**config.mk**
```make
export PLATFORM = sky130hd
export DESIGN_NAME = pcam_top
export DESIGN_NICKNAME = d
export VERILOG_FILES = /design/src/core/pcam_pkg.sv /design/src/core/pcam_edge_detect.sv /design/src/core/pcam_irq_status.sv /design/src/core/pcam_top.sv
export VERILOG_INCLUDE_DIRS = /design/src /design/src/core
export SDC_FILE = /design/constraint.sdc
export NUM_CORES = 1
export LEC_CHECK = 0
export ABC_AREA = 1
export BUFFER_PORTS_ARGS = -buffer_cell sky130_fd_sc_hd__clkbuf_2
export CORE_MARGIN = 2
export CORE_UTILIZATION = 66
export CTS_BUF_LIST = sky130_fd_sc_hd__clkbuf_4
export DETAILED_ROUTE_END_ITERATION = 6
export PLACE_DENSITY = 0.95
export SLEW_MARGIN = 20
export SYNTH_ARGS = -nofsm -noshare
export SYNTH_HDL_FRONTEND = slang
export SYNTH_SLANG_ARGS = --single-unit
```
**constraint.sdc**
```tcl
create_clock -name sys_clk -period 5.39 [get_ports sys_clk]
set_clock_uncertainty 0.1 [all_clocks]
set_input_delay 0.2695 -clock sys_clk [delete_from_list [all_inputs] [get_ports sys_clk]]
set_output_delay 0.2695 -clock sys_clk [all_outputs]
set_load 0.02 [all_outputs]
```
**src/core/pcam_defines.svh**
```systemverilog
// Offsets, field positions, reset values and behaviour notes for the capture/compare array
// Notes on behaviour
// Five modules, six functions, 16-bit except PWM
// Rising pin edge captures 16-bit counter
// Falling pin edge captures 16-bit counter
// Software timer flags counter equals stored value
// High-speed output toggles pin on match
// 8-bit PWM drives duty-controlled pin waveform
// Only module four offers watchdog
// Each module owns one mode control register
// Bit 0 lets event flag raise interrupt
// Bit 1 selects pulse-width modulation mode
// Bit 2 toggles pin on compare match
// Bit 3 sets event flag on match
// Bit 4 falling, bit 5 rising capture
// Bit 6 enables comparator; clear means no matches
// Low/high value bytes hold capture, compare, duty
// Low byte write clears, high sets comparator
// Capture copies counter and sets flag together
`ifndef PCAM_DEFINES_SVH
`define PCAM_DEFINES_SVH

// ----------------------------------------------------------------------------
// Sizes
// ----------------------------------------------------------------------------
`define PCAM_NUM_MOD 5
`define PCAM_WDT_MOD 4

// ----------------------------------------------------------------------------
// Register byte offsets (per-module registers step by one word)
// ----------------------------------------------------------------------------
`define PCAM_MODE_BASE 8'h00
`define PCAM_LOW_BASE 8'h20
`define PCAM_HIGH_BASE 8'h40
`define PCAM_STATUS_OFS 8'h60
`define PCAM_MASK_OFS 8'h64
`define PCAM_CTRL_OFS 8'h68
`define PCAM_PINS_OFS 8'h6C

// ----------------------------------------------------------------------------
// Mode control and control register field positions
// ----------------------------------------------------------------------------
`define PCAM_BIT_IRQEN 0
`define PCAM_BIT_PWM 1
`define PCAM_BIT_TOG 2
`define PCAM_BIT_MAT 3
`define PCAM_BIT_FALLING_CAPTURE_ENABLE 4
`define PCAM_BIT_RISING_CAPTURE_ENABLE 5
`define PCAM_BIT_COMPARATOR_ENABLE 6
`define PCAM_CTRL_BIT_WDT 0

// ----------------------------------------------------------------------------
// Reset values, mode read mask and PWM wrap value
// ----------------------------------------------------------------------------
`define PCAM_MODE_RST 8'h00
`define PCAM_VALUE_RST 8'h00
`define PCAM_PIN_RST 1'b1
`define PCAM_MODE_RD_MASK 8'h7F
`define PCAM_PWM_WRAP 8'hFF

`endif

```
**src/core/pcam_pkg.sv**
```systemverilog
// Types shared by the capture/compare array files
package pcam_pkg;

  // Mode control register layout, bit 7 reserved
  typedef struct packed {
    logic reserved;
    logic comparator_enable;
    logic rising_capture_enable;
    logic falling_capture_enable;
    logic match_flag_enable;
    logic output_toggle_enable;
    logic pwm_enable;
    logic event_irq_enable;
  } pcam_mode_t;

  // Per-module pin events from the synchroniser
  typedef struct packed {
    logic level;
    logic rise;
    logic fall;
  } pcam_pin_evt_t;

endpackage

```
**src/core/pcam_edge_detect.sv**
```systemverilog
// Pin synchroniser and edge detector for one module pin
`timescale 1ns/10ps
`include "pcam_defines.svh"
module pcam_edge_detect (
  // Clock and reset
  input wire logic sys_clk,
  input wire logic arst_n,
  // Pin and events
  input wire logic pin_async,
  output pcam_pkg::pcam_pin_evt_t evt
);
  logic sync1_r;
  logic sync2_r;
  logic prev_r;

  // Two flops against metastability, a third to compare for edges
  always_ff @(posedge sys_clk or negedge arst_n) begin
    if (!arst_n) begin
      sync1_r <= `PCAM_PIN_RST;
      sync2_r <= `PCAM_PIN_RST;
      prev_r <= `PCAM_PIN_RST;
    end else begin
      sync1_r <= pin_async;
      sync2_r <= sync1_r;
      prev_r <= sync2_r;
    end
  end

  assign evt.level = sync2_r;
  assign evt.rise = sync2_r & ~prev_r;
  assign evt.fall = ~sync2_r & prev_r;
endmodule // pcam_edge_detect

```
**src/core/pcam_irq_status.sv**
```systemverilog
// Sticky event flags, mask and the level interrupt output
`timescale 1ns/10ps
`include "pcam_defines.svh"
module pcam_irq_status (
  // Clock and reset
  input wire logic sys_clk,
  input wire logic arst_n,
  // Events and per-module enables
  input wire logic [`PCAM_NUM_MOD-1:0] evt_set,
  input wire logic [`PCAM_NUM_MOD-1:0] irq_en,
  // Software access
  input wire logic status_we,
  input wire logic mask_we,
  input wire logic [`PCAM_NUM_MOD-1:0] wdata,
  // State and interrupt
  output logic [`PCAM_NUM_MOD-1:0] status,
  output logic [`PCAM_NUM_MOD-1:0] mask,
  output logic irq
);
  logic [`PCAM_NUM_MOD-1:0] status_r;
  logic [`PCAM_NUM_MOD-1:0] mask_r;

  // Write one to clear; a new event in the same cycle keeps its bit
  always_ff @(posedge sys_clk or negedge arst_n) begin
    if (!arst_n) begin
      status_r <= '0;
    end else begin
      status_r <= (status_r & ~(status_we ? wdata : '0)) | evt_set;
    end
  end

  // Mask register, same layout as the flags
  always_ff @(posedge sys_clk or negedge arst_n) begin
    if (!arst_n) begin
      mask_r <= '0;
    end else if (mask_we) begin
      mask_r <= wdata;
    end
  end

  assign status = status_r;
  assign mask = mask_r;
  assign irq = |(status_r & mask_r & irq_en);
endmodule // pcam_irq_status

```
**src/core/pcam_top.sv**
```systemverilog
// Five-module capture/compare/PWM control with its Avalon-MM register slave
//
// The Avalon-MM slave port and the address map are this design's own decisions.
`timescale 1ns/10ps
`include "pcam_defines.svh"
module pcam_top (
  // Clock and reset
  input wire logic sys_clk,
  input wire logic arst_n,
  // Avalon-MM slave
  input wire logic [7:0] avs_address,
  input wire logic avs_read,
  input wire logic avs_write,
  input wire logic [3:0] avs_byteenable,
  input wire logic [31:0] avs_writedata,
  output logic [31:0] avs_readdata,
  output logic avs_waitrequest,
  // Counter timebase
  input wire logic [15:0] cnt_value,
  input wire logic cnt_tick,
  // Module pins
  input wire logic [`PCAM_NUM_MOD-1:0] module_pin_in,
  output logic [`PCAM_NUM_MOD-1:0] module_pin_out,
  output logic [`PCAM_NUM_MOD-1:0] module_pin_oe,
  // Interrupt and watchdog
  output logic irq,
  output logic wdt_reset
);

  // --------------------------------------------------------------------------
  // Address decode helpers
  // --------------------------------------------------------------------------

  // Hit on the word of module n inside a per-module bank
  function automatic logic bank_hit(input logic [7:0] addr, input logic [7:0] base,
                                    input int unsigned n);
    logic [7:0] ofs;
    ofs = base + 8'(n * 4);
    return addr == ofs;
  endfunction

  // Returns the module index of a bank, or NUM_MOD when not in it
  function automatic logic [2:0] bank_index(input logic [7:0] addr, input logic [7:0] base);
    logic [2:0] idx;
    idx = 3'(`PCAM_NUM_MOD);
    for (int unsigned i = 0; i < `PCAM_NUM_MOD; i++) begin
      if (bank_hit(addr, base, i)) begin
        idx = 3'(i);
      end
    end
    return idx;
  endfunction

  // --------------------------------------------------------------------------
  // Bus handshake
  // --------------------------------------------------------------------------
  logic ack_r;
  logic req;
  logic wr_take;
  logic lane0;

  // One wait state: the answer comes at the second edge of every request
  assign req = avs_read | avs_write;
  assign avs_waitrequest = req & ~ack_r;
  assign wr_take = avs_write & ack_r;
  assign lane0 = avs_byteenable[0];

  // Ack pulses for one cycle; a request held past its completion completes again every second cycle
  always_ff @(posedge sys_clk or negedge arst_n) begin
    if (!arst_n) begin
      ack_r <= 1'b0;
    end else begin
      ack_r <= req & ~ack_r;
    end
  end

  // --------------------------------------------------------------------------
  // Write strobes
  // --------------------------------------------------------------------------
  logic [`PCAM_NUM_MOD-1:0] mode_we;
  logic [`PCAM_NUM_MOD-1:0] low_we;
  logic [`PCAM_NUM_MOD-1:0] high_we;
  logic status_we;
  logic mask_we;
  logic ctrl_we;
  logic [7:0] wbyte;

  assign wbyte = avs_writedata[7:0];

  // Register writes land only on the low byte lane
  genvar g;
  generate
    for (g = 0; g < `PCAM_NUM_MOD; g++) begin : g_we
      assign mode_we[g] = wr_take & lane0 & bank_hit(avs_address, `PCAM_MODE_BASE, g);
      assign low_we[g] = wr_take & lane0 & bank_hit(avs_address, `PCAM_LOW_BASE, g);
      assign high_we[g] = wr_take & lane0 & bank_hit(avs_address, `PCAM_HIGH_BASE, g);
    end
  endgenerate

  assign status_we = wr_take & lane0 & (avs_address == `PCAM_STATUS_OFS);
  assign mask_we = wr_take & lane0 & (avs_address == `PCAM_MASK_OFS);
  assign ctrl_we = wr_take & lane0 & (avs_address == `PCAM_CTRL_OFS);

  // --------------------------------------------------------------------------
  // Control register: watchdog enable for module four
  // --------------------------------------------------------------------------
  logic wdt_en_r;

  always_ff @(posedge sys_clk or negedge arst_n) begin
    if (!arst_n) begin
      wdt_en_r <= 1'b0;
    end else if (ctrl_we) begin
      wdt_en_r <= wbyte[`PCAM_CTRL_BIT_WDT];
    end
  end

  // --------------------------------------------------------------------------
  // Per-module state
  // --------------------------------------------------------------------------
  pcam_pkg::pcam_mode_t mode_r [`PCAM_NUM_MOD];
  logic [7:0] low_r [`PCAM_NUM_MOD];
  logic [7:0] high_r [`PCAM_NUM_MOD];
  logic [`PCAM_NUM_MOD-1:0] pin_out_r;
  logic [`PCAM_NUM_MOD-1:0] evt_set;
  logic [`PCAM_NUM_MOD-1:0] irq_en;
  logic [`PCAM_NUM_MOD-1:0] wdt_hit;
  logic [`PCAM_NUM_MOD-1:0] pin_level;
  pcam_pkg::pcam_pin_evt_t pin_evt [`PCAM_NUM_MOD];

  generate
    for (g = 0; g < `PCAM_NUM_MOD; g++) begin : g_mod
      logic capture;
      logic match;
      logic is_pwm;
      logic wdt_mode;
      logic pwm_level;

      // Pin passes two flops before any edge logic sees it
      pcam_edge_detect u_edge (
        .sys_clk(sys_clk),
        .arst_n(arst_n),
        .pin_async(module_pin_in[g]),
        .evt(pin_evt[g])
      );

      assign pin_level[g] = pin_evt[g].level;

      // Edge selection: either bit, or both for any transition
      assign capture = (mode_r[g].rising_capture_enable & pin_evt[g].rise)
                     | (mode_r[g].falling_capture_enable & pin_evt[g].fall);

      // Comparator is live only on a counter step, so a stalled counter
      // cannot raise the same match many times
      assign is_pwm = mode_r[g].pwm_enable;
      assign match = mode_r[g].comparator_enable & ~is_pwm & cnt_tick
                   & (cnt_value == {high_r[g], low_r[g]});

      // Watchdog exists only on the designated module
      if (g == `PCAM_WDT_MOD) begin : g_wdt
        assign wdt_mode = wdt_en_r & mode_r[g].match_flag_enable;
      end else begin : g_nowdt
        assign wdt_mode = 1'b0;
      end

      assign wdt_hit[g] = match & wdt_mode;

      // Flag on match or capture; watchdog matches reset instead of flagging
      assign evt_set[g] = (match & mode_r[g].match_flag_enable & ~wdt_mode)
                        | capture;
      assign irq_en[g] = mode_r[g].event_irq_enable;

      // Mode register; value writes steer the comparator enable
      always_ff @(posedge sys_clk or negedge arst_n) begin
        if (!arst_n) begin
          mode_r[g] <= pcam_pkg::pcam_mode_t'(`PCAM_MODE_RST);
        end else if (mode_we[g]) begin
          mode_r[g] <= pcam_pkg::pcam_mode_t'(wbyte & `PCAM_MODE_RD_MASK);
        end else if (high_we[g]) begin
          mode_r[g].comparator_enable <= 1'b1;
        end else if (low_we[g]) begin
          mode_r[g].comparator_enable <= 1'b0;
        end
      end

      // Low byte: capture beats a software write, PWM reloads from high
      always_ff @(posedge sys_clk or negedge arst_n) begin
        if (!arst_n) begin
          low_r[g] <= `PCAM_VALUE_RST;
        end else if (capture) begin
          low_r[g] <= cnt_value[7:0];
        end else if (low_we[g]) begin
          low_r[g] <= wbyte;
        end else if (is_pwm & cnt_tick & (cnt_value[7:0] == `PCAM_PWM_WRAP)) begin
          low_r[g] <= high_r[g];
        end
      end

      // High byte: capture beats a software write
      always_ff @(posedge sys_clk or negedge arst_n) begin
        if (!arst_n) begin
          high_r[g] <= `PCAM_VALUE_RST;
        end else if (capture) begin
          high_r[g] <= cnt_value[15:8];
        end else if (high_we[g]) begin
          high_r[g] <= wbyte;
        end
      end

      // Output high while the counter low byte is at or above the duty byte
      assign pwm_level = cnt_value[7:0] >= low_r[g];

      // Pin output: PWM level, or toggle on each match
      always_ff @(posedge sys_clk or negedge arst_n) begin
        if (!arst_n) begin
          pin_out_r[g] <= `PCAM_PIN_RST;
        end else if (is_pwm) begin
          pin_out_r[g] <= pwm_level;
        end else if (match & mode_r[g].output_toggle_enable) begin
          pin_out_r[g] <= ~pin_out_r[g];
        end
      end

      // Drive the pin only in an output function, else it is a capture input
      assign module_pin_oe[g] = is_pwm | mode_r[g].output_toggle_enable;
    end
  endgenerate

  assign module_pin_out = pin_out_r;

  // --------------------------------------------------------------------------
  // Watchdog reset pulse
  // --------------------------------------------------------------------------
  logic wdt_reset_r;

  // One-cycle pulse per watchdog match
  always_ff @(posedge sys_clk or negedge arst_n) begin
    if (!arst_n) begin
      wdt_reset_r <= 1'b0;
    end else begin
      wdt_reset_r <= |wdt_hit;
    end
  end

  assign wdt_reset = wdt_reset_r;

  // --------------------------------------------------------------------------
  // Event flags and interrupt
  // --------------------------------------------------------------------------
  logic [`PCAM_NUM_MOD-1:0] status;
  logic [`PCAM_NUM_MOD-1:0] mask;

  pcam_irq_status u_irq (
    .sys_clk(sys_clk),
    .arst_n(arst_n),
    .evt_set(evt_set),
    .irq_en(irq_en),
    .status_we(status_we),
    .mask_we(mask_we),
    .wdata(wbyte[`PCAM_NUM_MOD-1:0]),
    .status(status),
    .mask(mask),
    .irq(irq)
  );

  // --------------------------------------------------------------------------
  // Read path
  // --------------------------------------------------------------------------
  logic [7:0] rd_byte;
  logic [31:0] readdata_r;
  logic [2:0] mode_idx;
  logic [2:0] low_idx;
  logic [2:0] high_idx;

  assign mode_idx = bank_index(avs_address, `PCAM_MODE_BASE);
  assign low_idx = bank_index(avs_address, `PCAM_LOW_BASE);
  assign high_idx = bank_index(avs_address, `PCAM_HIGH_BASE);

  // Unmapped addresses read as zero; reserved bits read as zero
  always_comb begin
    rd_byte = 8'h00;
    if (mode_idx < 3'(`PCAM_NUM_MOD)) begin
      rd_byte = 8'(mode_r[mode_idx]) & `PCAM_MODE_RD_MASK;
    end else if (low_idx < 3'(`PCAM_NUM_MOD)) begin
      rd_byte = low_r[low_idx];
    end else if (high_idx < 3'(`PCAM_NUM_MOD)) begin
      rd_byte = high_r[high_idx];
    end else if (avs_address == `PCAM_STATUS_OFS) begin
      rd_byte = 8'(status);
    end else if (avs_address == `PCAM_MASK_OFS) begin
      rd_byte = 8'(mask);
    end else if (avs_address == `PCAM_CTRL_OFS) begin
      rd_byte = {7'h00, wdt_en_r};
    end else if (avs_address == `PCAM_PINS_OFS) begin
      rd_byte = {3'h0, pin_level};
    end
  end

  // Data is latched in the wait cycle and stands at the completing edge
  always_ff @(posedge sys_clk or negedge arst_n) begin
    if (!arst_n) begin
      readdata_r <= 32'h0000_0000;
    end else if (avs_read & ~ack_r) begin
      readdata_r <= {24'h00_0000, rd_byte};
    end
  end

  assign avs_readdata = readdata_r;

endmodule // pcam_top

```
* Yosys cells after proc, flatten, opt, wreduce, memory -nomap -nowiden
Index checks and enable logic that the tools add are counted.
** Word-level totals
- Bits in registers :: 156
- Word-level logic and storage cells :: 336
- Output and inout port bits :: 45
- Input bits :: 70
** Cells by class
- Reductions and logical operators :: 22
- Mux-type cells :: 82
- Order comparisons :: 11
- Eq/ne operators :: 24
- Bitwise operators :: 126
** Operators by type and width (number)
- 2-to-1 mux 8 bit :: 32
- bitwise AND 1 bit :: 80
- equality test 16 bit :: 5
- binary-select mux 8 bit (select 3 bit) :: 3
- equality test 8 x 7 -> 1 bit, second input constant :: 9
- 2-to-1 mux 3 bit :: 15
- equality test 8 x 6 -> 1 bit, second input constant :: 5
- >= comparator 8 bit :: 5
- nonzero test 3 bit :: 10
- 2-to-1 mux 1 bit :: 25
- 2-to-1 mux 5 bit :: 5
- NOT 1 bit :: 22
- nonzero test 2 bit :: 10
- equality test 8 x 4 -> 1 bit, second input constant :: 2
- OR 1 bit :: 16
- bitwise AND 5 bit :: 3
- 2-to-1 mux 7 bit :: 2
- >= comparator 4 bit, second input constant :: 3
- NOT 3 -> 4 bit :: 3
- less-than comparator 3 bit, second input constant :: 3
- equality test 8 x 3 -> 1 bit, second input constant :: 1
- equality test 8 x 5 -> 1 bit, second input constant :: 1
- equality test 8 bit, second input constant :: 1
- zero test 8 bit :: 1
- other kinds (3) :: 3

* Depth between registers and ports, before layout
- Word-level depth :: 13
- Mapped depth :: 14
- Depth with buffers taken out :: 14

* Modules after synthesis
From an unflattened synthesis, not the netlist that was laid out.
** Unflattened totals
- Cell total of the unflattened synthesis :: 1411
- Area, all modules :: 10401.2 um^2
** By module, submodules not included
- pcam_top :: area each 9467.8 um^2, sequential area each 3284.4 um^2, cells an instance 1323, times used 1
- pcam_edge_detect :: area each 101.3 um^2, sequential area each 78.8 um^2, cells an instance 8, times used 5
- pcam_irq_status :: area each 426.7 um^2, sequential area each 250.2 um^2, cells an instance 48, times used 1

* Worst setup path after synthesis
Ideal clock, no wire load.
- Kind :: flip-flop to flip-flop
- Start :: register g_mod[2].u_edge.sync2_r
- End :: register low_r[20] in the netlist's numbering
- Period minus slack after synthesis :: 1.843 ns
- Cell stages (with the launch flop) :: 7
- Data arrival time :: 1.613 ns
- Path slack :: 3.547 ns
- Buffers on the path :: 1
- Path through :: dfstp_2 inv_1 o31ai_4 clkbuf_1 nor2_1 o22ai_1 a31oi_1
** Between the ends
- Longest elaborated chain between the ends :: 5
- Elaborated cells on any way between the ends :: 8
** RTL lines
- start, declared :: line pcam_edge_detect.sv:13 : logic sync2_r;
- start signal, assigned :: line pcam_edge_detect.sv:20 : sync2_r <= `PCAM_PIN_RST;
- start signal, assigned :: line pcam_edge_detect.sv:24 : sync2_r <= sync1_r;
- NOT 1 bit :: line pcam_edge_detect.sv:31 : assign evt.fall = ~sync2_r & prev_r;
- bitwise AND 1 bit :: line pcam_edge_detect.sv:31
- bitwise AND 1 bit :: line pcam_top.sv:150 : | (mode_r[g].falling_capture_enable & pin_evt[g].fall);
- OR 1 bit (*) :: line pcam_top.sv:150
- nonzero test 3 bit (no line) / 2-to-1 mux 8 bit (equally long branches)
- end signal, assigned by index :: line pcam_top.sv:188 : low_r[g] <= `PCAM_VALUE_RST;
- end signal, assigned by index :: line pcam_top.sv:190 : low_r[g] <= cnt_value[7:0];
- end signal, assigned by index :: line pcam_top.sv:192 : low_r[g] <= wbyte;
- end, declared :: line pcam_top.sv:121 : logic [7:0] low_r [`PCAM_NUM_MOD];
Mark *: on every way between the ends. The rest lies on a longest branch, timed or not.
A chain may end at the register's enable or synchronous reset.

* Final worst setup path
- Start :: register g_mod[4].u_edge.sync2_r
- End :: register high_r[4] in the netlist's numbering
** Between the ends
- Longest elaborated chain between the ends :: 5
- Elaborated cells on any way between the ends :: 8
** RTL lines
- start, declared :: line pcam_edge_detect.sv:13
- start signal, assigned :: line pcam_edge_detect.sv:20
- start signal, assigned :: line pcam_edge_detect.sv:24
- NOT 1 bit :: line pcam_edge_detect.sv:31
- bitwise AND 1 bit :: line pcam_edge_detect.sv:31
- bitwise AND 1 bit :: line pcam_top.sv:150
- OR 1 bit (*) :: line pcam_top.sv:150
- 2-to-1 mux 8 bit / nonzero test 2 bit (equally long branches)
- end signal, assigned by index :: line pcam_top.sv:201 : high_r[g] <= `PCAM_VALUE_RST;
- end signal, assigned by index :: line pcam_top.sv:203 : high_r[g] <= cnt_value[15:8];
- end signal, assigned by index :: line pcam_top.sv:205 : high_r[g] <= wbyte;
- end, declared :: line pcam_top.sv:122 : logic [7:0] high_r [`PCAM_NUM_MOD];
Marked as above.

==> impl_metrics.csv <==
group,metric,value,unit
floorplan,rows,46,
critical_path,worstPathRequired,5.80,ns
grt,grt_remaining_overflow,0,
route,vias,11048,
final_layout,fillCellCount,1289,
clock_network,clk_pin_slew,0.16,ns
sta,max_freq,337,MHz
flow_run,cap_violations,0,
clock_network,ctsHoldBuffers,22,
critical_path,cpLargestDelayFamily,"simple AND/OR/NAND/NOR gates",
grt,grt_pass1_wl,58200,um
clock_network,cts_root_buffer,"clkbuf_4",
placement,gp_congestion,1.06,
sta,setup_tns,0,ns
grt,grt_max_degree,65,
final_layout,multi_input_area,5760,um2
clock_network,numClockSinks,156,
synthesis,synth.distinct_cells,56,
placement,hpwl,27900,um
synthesis,async_flop_share,100,%
synthesis,yosysMostFrequentCell,"nand2_1",
hold_path,min_path_type,"in2reg",
synthesis,synth_area_leaders,"dfrtp_1, nand2_1, nand3_1",
synthesis,synth-seq-area-share,37.0,%
critical_path,critical_path_buf_inv_count,2,
clock_network,cts_resized,0,
route,drc_errors,14,
critical_path,crit_path_start_kind,"flip-flop",
clock_network,numCtsBuffers,17,
clock_network,post_cts_buffers,0,
critical_path,cp_cell_sequence,"nand2_1, nand2_1, and2_1, clkinv_1, nand2_1, inv_1, nand2_1, o221ai_1",
critical_path,critPathMaxStageDelay,0.73,ns
grt,grt_usage,46.7,%
grt,grt_antenna_before_repair,1,
route,routed_via_density,6.32,
power_and_ir_drop,ir_drop,0.000237,V
sta,slew_viol_final,0,
critical_path,critPathKind,"reg2reg",
synthesis,synthCells,1454,
synthesis,synth_ff_type,"dfrtp_1",
critical_path,critPathMostFrequentCell,"nand2_1",
power_and_ir_drop,p_leak,0.00554,uW
floorplan,die_x,131,um
route,wl_per_cell,22.2,um
clock_network,clockBufferDepth,2,
synthesis,yosysTopAreaCell,"dfrtp_1",
synthesis,syn_avg_cell_area,7.31,um2
critical_path,arrival,3.38,ns
synthesis,synth_edf_count,0,
floorplan,core_area,15800,um2
grt,grt_pass1_vias,10345,
route,dr.pass1.iters,7,
final_layout,seqCellArea,3930,um2
floorplan,dieArea,17100,um2
sta,maxSlewHeadroom,37.0,%
run_status,status,"finished, violations left",
power_and_ir_drop,powerDensity,258,nW/um2
critical_path,path_max_fanout,19,
route,dr.first_iter.drc_count,1790,
floorplan,io_pins,115,
sta,hold_ws,0.0314,ns
clock_network,cts_max_level,4,
run_status,failed_checks,"design-rule violations",
sta,min_period,2.97,ns
final_layout,area_growth,8.11,%
floorplan,dieHeight,131,um
sta,worst_pin_slew,0.937,ns
synthesis,synthTopCellsByCount,"nand2_1, nand3_1, inv_1",
critical_path,crit_slowest_cell,"and2_1",
synthesis,yosys_register_bits,156,
final_layout,num-nets-final,1629,
sta,grt_setup_unrepaired,"false",
critical_path,end_kind,"flip-flop",
floorplan,start_util,67.2,%
route,drtAntennaViolNets,0,
sta,fin_crit_sh,55.1,%
route,drt-total-wl,38800,um
synthesis,syn_area,10600,um2
clock_network,cts_tree,"built",
final_layout,drive_gt1_share,12.7,%
clock_network,clk_latency,0.62,ns
synthesis,ys.warnings.count,0,
synthesis,synth.top_cell.area_share,32.0,%
sta,setup_violations,0,
sta,finalHoldViolCount,0,
placement,port_buffers,63,
## where the power goes
group,leakage (uW),internal [uW],switching [uW]
sequential,0.00184,1300,131
combinational,0.00352,250,477
clock,0.000170,265,544
total,0.00554,1810,1150
## cell type report
| cell class | instances | share of cell area (%) |
|---|---|---|
| clock buffers | 17 | 1.11 |
| well taps | 216 | 2.35 |
| repair buffers | 92 | 5.17 |
| clock inverters | 15 | 1.71 |
| inverters | 163 | 5.36 |
| flip-flops and latches | 156 | 34.2 |
| multi-input cells | 1089 | 50.1 |
| diodes | 1 | 0.0218 |
## through the flow
step | instance area (um2) | setup WS, ns | util (%) | total power (uW) | std cells
floorplan | 10700 | 3.55 | - | 1880 | 1477
global placement | 10900 | 2.57 | 69.1 | 2100 | 1694
detailed placement | 10900 | 2.58 | 69.1 | 2130 | 1694
CTS | 11500 | 2.53 | 72.6 | 2930 | 1748
global route | 11500 | 2.30 | 72.6 | 3090 | 1749
finish | 11500 | 2.42 | 72.6 | 2960 | 1749
## state kept, by name, indices dropped and copies added (netlist names)
name	cells
u_irq.status	5
g_mod.u_edge.prev_r	5
irq_en	5
mode_r	25
low_r	40
g_mod.u_edge.sync2_r	5
avs_readdata	8
g_mod.u_edge.sync1_r	5
wdt_reset	1
g_mod.is_pwm	5
high_r	40
u_irq.mask	5
wdt_en_r	1
module_pin_out	5
ack_r	1
## cell usage in the layout (no fill, tap or decap), types with 6 or more instances in the layout
cell and instances:
inv_8 6, nand3b_1 6, nor3_1 18, nor2_4 7
clkbuf_2 62, buf_4 7, a31oi_1 31, nand3_1 168
o21ai_0 79, conb_1 24, inv_2 9, o211ai_1 7
nand2_2 12, dfrtp_1 136, nand2_1 378, nand4_1 18
inv_1 149, xor2_1 14, clkbuf_4 17, nor2_2 10
o221ai_1 12, o22ai_1 34, dlygate4sd3_1 22, nor2_1 127
ha_1 40, a21oi_1 40, nor2_8 7, dfstp_2 20
xnor2_1 8
## per-layer routing
metal	up-vias	global-route usage, %	share of wire, %
li1	4940	-	-
met1	5039	61.6	37
met2	881	67.3	42
met3	188	15.8	15
met4	0	26.7	6.6
met5	-	0	0
## worst min-delay path, stage by stage
cell and delay, ns:
clkbuf_2 0.12, nor2_2 0.07, nand4_1 0.10, nand3_1 0.08, nand2_1 0.06, nand2_1 0.04
## path summary, 6_finish.rpt
path,end,cells past startpoint,start,slack (ns)
worst max-delay path,high_r[4],8,g_mod[4].u_edge.sync2_r,2.42
worst min-delay path,avs_readdata[0],6,avs_address[6],0.03
worst max register to register,high_r[4],8,g_mod[4].u_edge.sync2_r,2.42
worst min register to register,g_mod[4].u_edge.sync2_r,0,g_mod[4].u_edge.sync1_r,0.27
max in group asynchronous,high_r[6],3,arst_n,3.87
min in group asynchronous,high_r[35],2,arst_n,0.07
## kinds of logic after synthesis
kind of cell | share of synthesized area, %
multiplexers | 0.0942
XOR/XNOR | 1.81
buffers and inverters | 9.74
flip-flops | 37.0
other | 0.0353
AND/OR/NAND/NOR | 33.1
AO/OA/AOI/OAI | 13.5
adder cells (fa/ha/maj) | 4.71
Power figures use the tool's default switching activity.
